<file path="src/include/rps_consts.svh">
`ifndef RPS_CONSTS_SVH
`define RPS_CONSTS_SVH
// apb register byte offsets
`define RPS_OFF_CTRL 12'h000
`define RPS_OFF_STATUS 12'h004
`define RPS_OFF_STRAPS 12'h008
`define RPS_OFF_CFG 12'h00c
`define RPS_OFF_PULSE 12'h010
// ctrl fields
`define RPS_CTRL_BUS_SPEED_SELECT_LSB 0
`define RPS_CTRL_VID_LSB 4
`define RPS_CTRL_RST 32'h0000_0000
// config field positions (bit 27 and 25:22)
`define RPS_CFG_B27 27
`define RPS_CFG_RATIO_LSB 22
// ratio encodings
`define RPS_ENC_X6 4'hb
`define RPS_ENC_X7 4'hc
`define RPS_ENC_X8 4'hd
// timing
`define RPS_CLK_MHZ 250
`define RPS_VALID_BCLK 1
`define RPS_DRIVE_BCLK 4
`define RPS_PULSE_BCLK 2
`define RPS_BUS_SPEED_SELECT_VALID_US 1
`define RPS_BUS_SPEED_SELECT_VALID_CYC (`RPS_BUS_SPEED_SELECT_VALID_US * `RPS_CLK_MHZ)
`endif

</file>
<file path="src/include/rps_pkg.sv">
package rps_pkg;
	typedef struct packed {
		logic [10:0] addr;
		logic bus_request_strap;
		logic flush;
		logic warm_init;
		logic interrupt_bus_data0;
	} rps_straps_s;
	typedef struct packed {
		logic psel;
		logic penable;
		logic pwrite;
		logic [11:0] paddr;
		logic [31:0] pwdata;
	} rps_apb_req_s;
	typedef enum logic [4:0] {
		ST_OFF = 5'b00001,
		ST_TERM = 5'b00010,
		ST_RESET = 5'b00100,
		ST_QUIET = 5'b01000,
		ST_RUN = 5'b10000
	} rps_state_e;
endpackage

</file>
<file path="src/rps_sequencer.sv">
// Our own choices: the register offsets and the APB interface to the registers.
`timescale 1ns/1ps
`default_nettype none
`include "rps_consts.svh"
module rps_sequencer
	import rps_pkg::*;
#(
	parameter int RATIO = 8,
	parameter int BCLK_DIV = 2
) (
	input wire logic CLK_SYS,
	input wire logic RESET,
	input wire logic PSEL,
	input wire logic PENABLE,
	input wire logic PWRITE,
	input wire logic [11:0] PADDR,
	input wire logic [31:0] PWDATA,
	output logic [31:0] PRDATA,
	output logic PREADY,
	output logic PSLVERR,
	input wire logic BUS_CLK_EN,
	input wire logic CORE_POWER_OK,
	input wire logic TERMINATION_POWER_OK,
	input wire logic COLD_RESET_N,
	input wire rps_pkg::rps_straps_s STRAPS_IN,
	output logic [1:0] BUS_SPEED_SELECT,
	output logic [3:0] VOLTAGE_ID_CODE,
	output logic SPEC_READY,
	output logic OUTPUTS_VALID,
	output logic BUS_DRIVE_EN,
	output logic SLOW_PULSE_OUT
);
	import rps_pkg::*;

	// elaboration checks on the parameters
	if (RATIO < 6 || RATIO > 8) begin : bad_ratio_g
		$error("RATIO must be 6, 7 or 8");
	end
	if (BCLK_DIV < 1) begin : bad_div_g
		$error("BCLK_DIV must be at least 1");
	end

	// fixed ratio code, no write path alters it
	localparam logic [3:0] RATIO_CODE = (RATIO == 6) ? `RPS_ENC_X6 :
		(RATIO == 7) ? `RPS_ENC_X7 : `RPS_ENC_X8;
	localparam logic [31:0] CFG_WORD =
		{4'h0, 1'b0, 1'b0, RATIO_CODE, 22'h0};

	logic [2:0] pok_sync_reg;
	logic [2:0] tok_sync_reg;
	logic [2:0] rst_sync_reg;
	logic pok_reg;
	logic tok_reg;
	logic rstn_reg;
	rps_straps_s strap_s1_reg;
	rps_straps_s strap_s2_reg;
	rps_straps_s strap_cap_reg;
	rps_state_e state_reg;
	logic [2:0] rel_cnt_reg;
	logic [15:0] vid_cnt_reg;
	logic [1:0] bus_speed_select_reg;
	logic [3:0] vid_reg;
	logic pulse_req_reg;
	logic [1:0] pulse_cnt_reg;
	logic slow_out_reg;
	logic bclk;
	logic wr_en;
	logic rd_en;

	assign bclk = BUS_CLK_EN;

	// three flop synchronisers; change taken when 2nd and 3rd agree
	always_ff @(posedge CLK_SYS) begin
		if (RESET) begin
			pok_sync_reg <= 3'h0;
			tok_sync_reg <= 3'h0;
			rst_sync_reg <= 3'h0;
			pok_reg <= 1'b0;
			tok_reg <= 1'b0;
			rstn_reg <= 1'b0;
		end else begin
			pok_sync_reg <= {pok_sync_reg[1:0], CORE_POWER_OK};
			tok_sync_reg <= {tok_sync_reg[1:0], TERMINATION_POWER_OK};
			rst_sync_reg <= {rst_sync_reg[1:0], COLD_RESET_N};
			if (pok_sync_reg[1] == pok_sync_reg[2])
				pok_reg <= pok_sync_reg[2];
			if (tok_sync_reg[1] == tok_sync_reg[2])
				tok_reg <= tok_sync_reg[2];
			if (rst_sync_reg[1] == rst_sync_reg[2])
				rstn_reg <= rst_sync_reg[2];
		end
	end

	// strap pipeline aligned with the reset synchroniser
	always_ff @(posedge CLK_SYS) begin
		if (RESET) begin
			strap_s1_reg <= '0;
			strap_s2_reg <= '0;
		end else begin
			strap_s1_reg <= STRAPS_IN;
			strap_s2_reg <= strap_s1_reg;
		end
	end

	// sequencing state machine
	always_ff @(posedge CLK_SYS) begin
		if (RESET) begin
			state_reg <= ST_OFF;
			rel_cnt_reg <= 3'h0;
		end else begin
			case (state_reg)
				ST_OFF: begin
					if (tok_reg)
						state_reg <= ST_TERM;
				end
				ST_TERM: begin
					if (!tok_reg)
						state_reg <= ST_OFF;
					else if (pok_reg)
						state_reg <= ST_RESET;
				end
				ST_RESET: begin
					rel_cnt_reg <= 3'h0;
					if (!pok_reg || !tok_reg)
						state_reg <= ST_OFF;
					else if (rstn_reg)
						state_reg <= ST_QUIET;
				end
				ST_QUIET: begin
					if (!rstn_reg || !pok_reg)
						state_reg <= ST_RESET;
					else if (bclk) begin
						rel_cnt_reg <= rel_cnt_reg + 3'h1;
						if (rel_cnt_reg == 3'(`RPS_DRIVE_BCLK - 1))
							state_reg <= ST_RUN;
					end
				end
				ST_RUN: begin
					if (!rstn_reg || !pok_reg)
						state_reg <= ST_RESET;
				end
				default: state_reg <= ST_OFF;
			endcase
		end
	end

	// capture straps on the edge that sees reset go inactive
	always_ff @(posedge CLK_SYS) begin
		if (RESET)
			strap_cap_reg <= '0;
		else if (state_reg == ST_RESET && rstn_reg)
			strap_cap_reg <= strap_s2_reg;
	end

	// speed select and voltage code settle before termination power
	always_ff @(posedge CLK_SYS) begin
		if (RESET)
			vid_cnt_reg <= 16'h0;
		else if (vid_cnt_reg != 16'(`RPS_BUS_SPEED_SELECT_VALID_CYC))
			vid_cnt_reg <= vid_cnt_reg + 16'h1;
	end
	assign SPEC_READY = (vid_cnt_reg == 16'(`RPS_BUS_SPEED_SELECT_VALID_CYC));

	// apb slave, zero wait states
	assign wr_en = PSEL && PENABLE && PWRITE;
	assign rd_en = PSEL && !PWRITE;
	assign PREADY = 1'b1;
	assign PSLVERR = 1'b0;

	// ctrl register and slow pulse request
	always_ff @(posedge CLK_SYS) begin
		if (RESET) begin
			bus_speed_select_reg <= 2'h0;
			vid_reg <= 4'h0;
			pulse_req_reg <= 1'b0;
		end else begin
			if (wr_en && PADDR == `RPS_OFF_CTRL) begin
				bus_speed_select_reg <= PWDATA[`RPS_CTRL_BUS_SPEED_SELECT_LSB +: 2];
				vid_reg <= PWDATA[`RPS_CTRL_VID_LSB +: 4];
			end
			if (wr_en && PADDR == `RPS_OFF_PULSE && PWDATA[0])
				pulse_req_reg <= 1'b1;
			else if (pulse_cnt_reg == 2'h0 && bclk) // cleared as it fires
				pulse_req_reg <= 1'b0;
		end
	end

	// slow output pulse stretched to two bus clocks
	always_ff @(posedge CLK_SYS) begin
		if (RESET) begin
			pulse_cnt_reg <= 2'h0;
			slow_out_reg <= 1'b0;
		end else if (pulse_cnt_reg == 2'h0) begin
			if (pulse_req_reg && bclk) begin
				slow_out_reg <= 1'b1;
				pulse_cnt_reg <= 2'(`RPS_PULSE_BCLK);
			end
		end else if (bclk) begin
			pulse_cnt_reg <= pulse_cnt_reg - 2'h1;
			if (pulse_cnt_reg == 2'h1)
				slow_out_reg <= 1'b0;
		end
	end

	// read mux
	always_ff @(posedge CLK_SYS) begin
		if (RESET)
			PRDATA <= 32'h0;
		else if (rd_en) begin
			case (PADDR)
				`RPS_OFF_CTRL: PRDATA <= {24'h0, vid_reg, 2'h0, bus_speed_select_reg};
				`RPS_OFF_STATUS: PRDATA <= {24'h0, SPEC_READY,
					3'h0, 3'h0, state_reg == ST_RUN};
				`RPS_OFF_STRAPS: PRDATA <= {17'h0, strap_cap_reg};
				`RPS_OFF_CFG: PRDATA <= CFG_WORD;
				default: PRDATA <= 32'h0;
			endcase
		end
	end

	// outputs valid after 1 bus clock, drive after 4
	assign OUTPUTS_VALID = (state_reg == ST_RUN) ||
		(state_reg == ST_QUIET &&
		rel_cnt_reg >= 3'(`RPS_VALID_BCLK));
	assign BUS_DRIVE_EN = (state_reg == ST_RUN);
	assign BUS_SPEED_SELECT = bus_speed_select_reg;
	assign VOLTAGE_ID_CODE = vid_reg;
	assign SLOW_PULSE_OUT = slow_out_reg;

	// release timing, pulse width, strap capture, ratio word and speed select ready timing
	drive_late_a: assert property (@(posedge CLK_SYS)
		disable iff (RESET) $rose(BUS_DRIVE_EN) |->
		$past(state_reg) == ST_QUIET && $past(rel_cnt_reg) == 3'h3)
		else $error("bus drive started early");
	valid_late_a: assert property (@(posedge CLK_SYS)
		disable iff (RESET) $rose(OUTPUTS_VALID) |-> rel_cnt_reg != 3'h0)
		else $error("outputs valid too early");
	pulse_width_a: assert property (@(posedge CLK_SYS)
		disable iff (RESET) $rose(SLOW_PULSE_OUT) |-> pulse_cnt_reg == 2'h2)
		else $error("slow pulse too short");
	pulse_hold_a: assert property (@(posedge CLK_SYS)
		disable iff (RESET) $fell(SLOW_PULSE_OUT) |->
		$past(pulse_cnt_reg) == 2'h1)
		else $error("slow pulse ended early");
	ratio_code_a: assert property (@(posedge CLK_SYS)
		disable iff (RESET) CFG_WORD[`RPS_CFG_B27] == 1'b0 &&
		CFG_WORD[`RPS_CFG_RATIO_LSB +: 4] == RATIO_CODE)
		else $error("ratio code wrong");
	strap_hold_a: assert property (@(posedge CLK_SYS)
		disable iff (RESET)
		state_reg == ST_RUN && $past(state_reg) == ST_RUN |->
		$stable(strap_cap_reg))
		else $error("captured straps changed");
	strap_take_a: assert property (@(posedge CLK_SYS)
		disable iff (RESET)
		state_reg == ST_QUIET && $past(state_reg) == ST_RESET |->
		strap_cap_reg == $past(strap_s2_reg))
		else $error("straps not captured");
	spec_ready_a: assert property (@(posedge CLK_SYS)
		disable iff (RESET) $rose(SPEC_READY) |->
		$past(vid_cnt_reg) == 16'(`RPS_BUS_SPEED_SELECT_VALID_CYC - 1))
		else $error("speed select ready timing wrong");

	// release order, counting from zero and power loss
	reset_quiet_a: assert property (@(posedge CLK_SYS)
		disable iff (RESET) !rstn_reg |=> !BUS_DRIVE_EN && !OUTPUTS_VALID)
		else $error("outputs active during cold reset");
	power_loss_a: assert property (@(posedge CLK_SYS)
		disable iff (RESET) !pok_reg |=> !BUS_DRIVE_EN)
		else $error("bus still driven after power loss");
	valid_first_a: assert property (@(posedge CLK_SYS)
		disable iff (RESET) BUS_DRIVE_EN |-> OUTPUTS_VALID)
		else $error("bus driven before outputs valid");
	quiet_count_a: assert property (@(posedge CLK_SYS)
		disable iff (RESET) state_reg == ST_QUIET |-> rel_cnt_reg <= 3'h3)
		else $error("release count overran");
	quiet_start_a: assert property (@(posedge CLK_SYS)
		disable iff (RESET) $rose(state_reg == ST_QUIET) |->
		rel_cnt_reg == 3'h0)
		else $error("release count not cleared");

	// slow pulse start and first bus clock
	pulse_start_a: assert property (@(posedge CLK_SYS)
		disable iff (RESET) pulse_req_reg && pulse_cnt_reg == 2'h0 && bclk
		|=> SLOW_PULSE_OUT)
		else $error("slow pulse did not start");
	pulse_mid_a: assert property (@(posedge CLK_SYS)
		disable iff (RESET) SLOW_PULSE_OUT && pulse_cnt_reg == 2'h2 && bclk
		|=> SLOW_PULSE_OUT)
		else $error("slow pulse cut after one bus clock");

	// captured straps, ready flag and ratio read back
	strap_only_a: assert property (@(posedge CLK_SYS)
		disable iff (RESET) !$stable(strap_cap_reg) |->
		$past(state_reg) == ST_RESET && $past(rstn_reg))
		else $error("straps changed outside capture");
	spec_hold_a: assert property (@(posedge CLK_SYS)
		disable iff (RESET) SPEC_READY |=> SPEC_READY)
		else $error("speed select ready dropped");
	cfg_read_a: assert property (@(posedge CLK_SYS)
		disable iff (RESET) rd_en && PADDR == `RPS_OFF_CFG |=>
		PRDATA[`RPS_CFG_B27] == 1'b0 &&
		PRDATA[`RPS_CFG_RATIO_LSB +: 4] == 4'(RATIO + 5))
		else $error("ratio word read wrong");
endmodule
`default_nettype wire

</file>
<file path="config.mk">
export PLATFORM = sky130hd
export DESIGN_NAME = rps_sequencer
export DESIGN_NICKNAME = d
export VERILOG_FILES = /design/src/include/rps_pkg.sv /design/src/rps_sequencer.sv
export VERILOG_INCLUDE_DIRS = /design/src /design/src/include
export SDC_FILE = /design/constraint.sdc
export NUM_CORES = 1
export LEC_CHECK = 0
export BUFFER_PORTS_ARGS = -buffer_cell sky130_fd_sc_hd__buf_4
export CORE_AREA = 3 3 102 104
export CTS_CLUSTER_SIZE = 28
export DETAILED_ROUTE_END_ITERATION = 16
export DIE_AREA = 0 0 105 107
export HOLD_SLACK_MARGIN = 0.15
export MAX_ROUTING_LAYER = met4
export PLACE_DENSITY = 0.74
export SKIP_LAST_GASP = 1
export SYNTH_ARGS = -nofsm -noshare
export SYNTH_HDL_FRONTEND = slang
export SYNTH_SLANG_ARGS = --single-unit
</file>
<file path="constraint.sdc">
create_clock -name CLK_SYS -period 2.55 [get_ports CLK_SYS]
set_clock_uncertainty 0.2 [all_clocks]
set_input_delay 0.1275 -clock CLK_SYS [delete_from_list [all_inputs] [get_ports CLK_SYS]]
set_output_delay 0.1275 -clock CLK_SYS [all_outputs]
set_load 0.005 [all_outputs]
</file>
Word level (Yosys, flattened, before mapping). Cells that the tools add are included.

Output and inout bits: 44. Input bits: 68. Register bits after elaboration: 123. Logic and storage cells: 109.

Reductions and logical operators: 27. Equality and inequality tests: 25. Multiplexer cells: 23. Add/sub/neg operators: 3. Magnitude comparators: 1.

Operator list (count): case mux 26 bit (4 select lines) (1); 2-to-1 mux 5 bit (9); case mux 5 bit (5 select lines) (1); == test 12 x 4 -> 1 bit, second input constant (2); adder 16 x 1 -> 16 bit, second input constant (1); == test 16 x 8 -> 1 bit, second input constant (1); inequality test 16 x 8 -> 1 bit, second input constant (1); == test 12 x 3 -> 1 bit, second input constant (1); == test 12 x 5 -> 1 bit, second input constant (1); zero test 12 bit (1); inequality test 3 bit, second input constant (4); logical AND 1 bit (10); nonzero test 2 bit (4); 2-to-1 mux 1 bit (6); 2-to-1 mux 2 bit (3); 2-to-1 mux 3 bit (2); inequality test 2 bit, second input constant (3); case mux 3 bit (2 select lines) (1); AND reduction 3 bit (2); AND reduction 6 bit (1); == test 5 x 1 -> 1 bit, second input constant (1); == test 5 x 2 -> 1 bit, second input constant (1); == test 5 x 3 -> 1 bit, second input constant (1); == test 5 x 4 -> 1 bit, second input constant (1); other kinds (12) (20).

Logic depth before layout (Yosys ltp).
Depth in word-level cells: 5. Mapped depth: 6. Depth with buffers taken out: 6.

Worst setup path before layout. Ideal clock, no wire load.

Path kind: register -> register. Start: register vid_cnt_reg[1]. End: register PRDATA[7]. Period minus slack after synthesis: 1.781 ns. Slack: 0.769 ns. Data arrival time: 1.506 ns. Path buffers: 0. Cell stages (with the launch flop): 6. Cell sequence: dfxtp_1 -> ha_1 -> nor3b_1 -> nand4_2 -> or4_1 -> o211ai_2.

Cells in the longest elaborated chain, start to end: 2.

Ends and longest elaborated chain: start, declared (RTL line rps_sequencer.sv:60) `logic [15:0] vid_cnt_reg;`; start signal, assigned (RTL line rps_sequencer.sv:160) `vid_cnt_reg <= vid_cnt_reg + 16'h1;`; == test 16 x 8 -> 1 bit (RTL line rps_sequencer.sv:162) `` assign SPEC_READY = (vid_cnt_reg == 16'(`RPS_BUS_SPEED_SELECT_VALID_CYC)); ``; case mux 26 bit (4 select lines) (RTL line rps_sequencer.sv:210) `case (PADDR)`; end signal, assigned (RTL line rps_sequencer.sv:211) `` `RPS_OFF_CTRL: PRDATA <= {24'h0, vid_reg, 2'h0, bus_speed_select_reg}; ``; end signal, assigned (RTL line rps_sequencer.sv:212) `` `RPS_OFF_STATUS: PRDATA <= {24'h0, SPEC_READY, ``; end signal, assigned (RTL line rps_sequencer.sv:214) `` `RPS_OFF_STRAPS: PRDATA <= {17'h0, strap_cap_reg}; ``; end, declared (RTL line rps_sequencer.sv:18) `output logic [31:0] PRDATA,`.

No other way between the ends. A chain may end at the register's enable or synchronous reset.

Worst setup path in the final report.
Start: input port PADDR[4]. End: register PRDATA[7].

Cells in the longest elaborated chain, start to end: 2. Elaborated cells on any way between the ends: 5. Classes of those cells: eq/ne (3); mux (1); reduce/logical (1).

Ends and longest elaborated chain: start, declared (RTL line rps_sequencer.sv:16) `input wire logic [11:0] PADDR,`; == test 12 x 4 -> 1 bit (tied with other cells) (RTL line rps_sequencer.sv:210); case mux 26 bit (4 select lines) * (RTL line rps_sequencer.sv:210).

Mark *: on every way between the ends. The rest lies on a longest branch, timed or not.

==> run_results.csv <==
group,metric,value,unit
run_status,status,"finished clean",
cells_and_area,seq_area,0.00214,mm²
cells_and_area,drive_above_1_share,18.2,%
sta,holdWs,167,ps
die,die-area,0.0112,mm²
cells_and_area,multiInputGateArea,0.00197,mm²
cells_and_area,num_antenna_cells,0,
synth,synthCells,446,
synth,syn_area,0.00429,mm²
power,total_power,2990,µW
setup_path,worstSetupPathType,"primary input to flop",
power,combPwrFrac,7.7,%
die,die_w,105,µm
cells_and_area,final_common_cell,"dfxtp_1",
die,start_util,44.5,%
clock_tree,tritoncts,"yes",
clock_tree,cts_htree_levels,3,
power,p_seq_share,57.8,%
die,core,0.00964,mm²
setup_path,worst-r2r-setup-slack,380,ps
sta,fin_crit,2460,ps
route,avgRoutedWirePerCell,13.0,µm
route,drt-total-wl,9100,µm
setup_path,critPathRequiredTime,2650,ps
sta,setup_viol,0,
clock_tree,numCtsBuffers,9,
synth,yosysSeqAreaShare,49.9,%
route,drc,0,
power,clkPwrFrac,34.5,%
synth,ys.flop_type,"dfxtp_1",
power,p_int,2230,µW
route,drt-initial-drc-count,171,
clock_tree,clockBufferDepth,2,
sta,slew_viol_final,0,
cells_and_area,final_cell_mix,"dfxtp_1, buf_4, nand2_1",
die,pin_count,112,
sta,fin_tns_setup,0,ps
clock_tree,clock-sinks,107,
global_route,first_global_vias,3321,
cells_and_area,nets,636,
sta,rsz0062_at_grt,"no",
global_route,grtUsageTotal,17.1,%
power,switchingPower,757,µW
synth,avgSynthCellArea,9.62,µm²
global_route,grt_pass1_wl,15300,µm
cells_and_area,n_fill_cell,807,
route,ant_nets,0,
synth,yosys_warnings,0,
place,io_buffers,69,
route,via_per_inst,4.78,
global_route,antenna_found_initial,0,
die,die_h,107,µm
place,gp_congestion,0.847,
synth,yosys.area.top_type,"dfxtp_1",
global_route,grt_overflow,0,
sta,worst_pin_slew,822,ps
setup_path,worstSetupEndpointType,"flop",
sta,finalHoldViolCount,0,
power,power.density,535,mW/mm²
synth,yosysUniqueCellTypes,52,
sta,max_freq,0.407,GHz
setup_path,critPathMaxFanout,5,
sta,post-route-worst-setup-slack,92.6,ps
run,cap_violations,0,
sta,slew_headroom,45.2,%
route,dr.pass1.iters,4,
clock_tree,worstSkewPairLatency,380,ps
power,vdd_drop_max,0.461,mV
synth,synth_area_leaders,"dfxtp_1, nor2b_1, nand2_1, buf_4, a21oi_1",
synth,synth_seq_cells,107,
synth,synth_edf_count,0,
place,hpwl,5860,µm
setup_path,startpoint_type,"primary input",
cells_and_area,syn_to_final_growth,30.2,%
clock_tree,path_clk_slew,110,ps
global_route,grt_start_max_net_pins,90,
sta,timing.final.crit_share,96.4,%
power,swShare,25.3,%
power,p_leak,0.00222,µW
die,rows,36,
worst_hold_path,hold_class,"primary input to flop",
setup_path,crit_arrival,2560,ps
clock_tree,cts_root_buffer,"clkbuf_8",
synth,synth_top_area_share,49.9,%
place,place_ws,576,ps
synth,async_reset_ff_share,0,%
route,vias,3333,
## timing repair
| action | 4_1_cts | 5_1_grt |
|---|---|---|
| endpoints found under the setup margin | 0 | 8 |
| hold endpoints to repair | 62 | 0 |
| hold buffers | 52 | 0 |
| setup buffers | 0 | 2 |
| gates resized for setup | 0 | 2 |
## power groups by stage
stage | Sequential [µW] | Clock (µW) | Combinational (µW)
finish | 1730 | 1030 | 230
global route | 1730 | 1120 | 251
CTS | 1730 | 1060 | 225
detailed placement | 1770 | 0 | 177
global placement | 1760 | 0 | 173
floorplan | 1760 | 0 | 123
## worst paths after layout
check	startpoint	endpoint	cells after the start
worst max-delay path	PADDR[4]	PRDATA[7]$_SDFFE_PP0P_	7
worst min-delay path	PSEL	PRDATA[6]$_SDFFE_PP0P_	5
worst max register to register	state_reg[1]$_SDFFE_PP0P_	PRDATA[0]$_SDFFE_PP0P_	5
worst min register to register	strap_s2_reg[12]$_SDFF_PP0_	strap_cap_reg[12]$_SDFFE_PP0P_	2
## cells in the mapped netlist (all sizes together) (6+ instances only)
cell type,n
a21oi,26
a22o,9
buf,20
clkbuf,15
dfxtp,107
ha,8
inv,9
mux2i,13
nand2,53
nand2b,15
nand3,9
nand4,10
nor2,21
nor2b,42
nor3,10
nor4,7
o21ai,16
xnor2,6
xor2,7
## per-stage QoR
step	util [%]	std cells	cell area [µm²]
2_1_floorplan	-	460	4340
3_3_place_gp	50.1	628	4830
3_5_place_dp	50.1	628	4830
4_1_cts	57.7	696	5560
5_1_grt	58.0	698	5590
6_report	58.0	698	5590
## critical path, stage by stage
cell	delay [ps]
dlygate4sd3_1	540
buf_4	160
nor4b_2	340
nand4_1	290
dlygate4sd3_1	660
or3_1	360
o211ai_2	70
## final cells by class
type | instances | area share, %
multi-input combinational | 309 | 35.3
sequential | 107 | 38.3
clock inverter | 7 | 1.57
clock buffer | 9 | 2.22
tap | 133 | 2.98
timing repair buffer | 124 | 19.0
inverter | 9 | 0.605
## cell families (layout without fill, tap and decap cells)
family | after synthesis | in the layout | share of synthesized area [%]
fa+ha+maj | 8 | 8 | 2.33
flops | 107 | 107 | 49.9
other cells | 2 | 16 | 0.175
simple gates | 192 | 192 | 26.0
buf+inv | 44 | 149 | 5.54
compound gates | 63 | 63 | 9.30
mux | 17 | 17 | 4.08
xor+xnor | 13 | 13 | 2.65
## per-layer routing
metal / routed length (µm) / vias to the layer above / track usage, %
met5: 0 / - / -
met4: 84 / 0 / 4.31
met3: 421 / 9 / 4.94
met2: 4650 / 88 / 29.6
met1: 3940 / 1519 / 19.5
li1: - / 1717 / -
No activity file was read; power rests on OpenSTA's default activity.
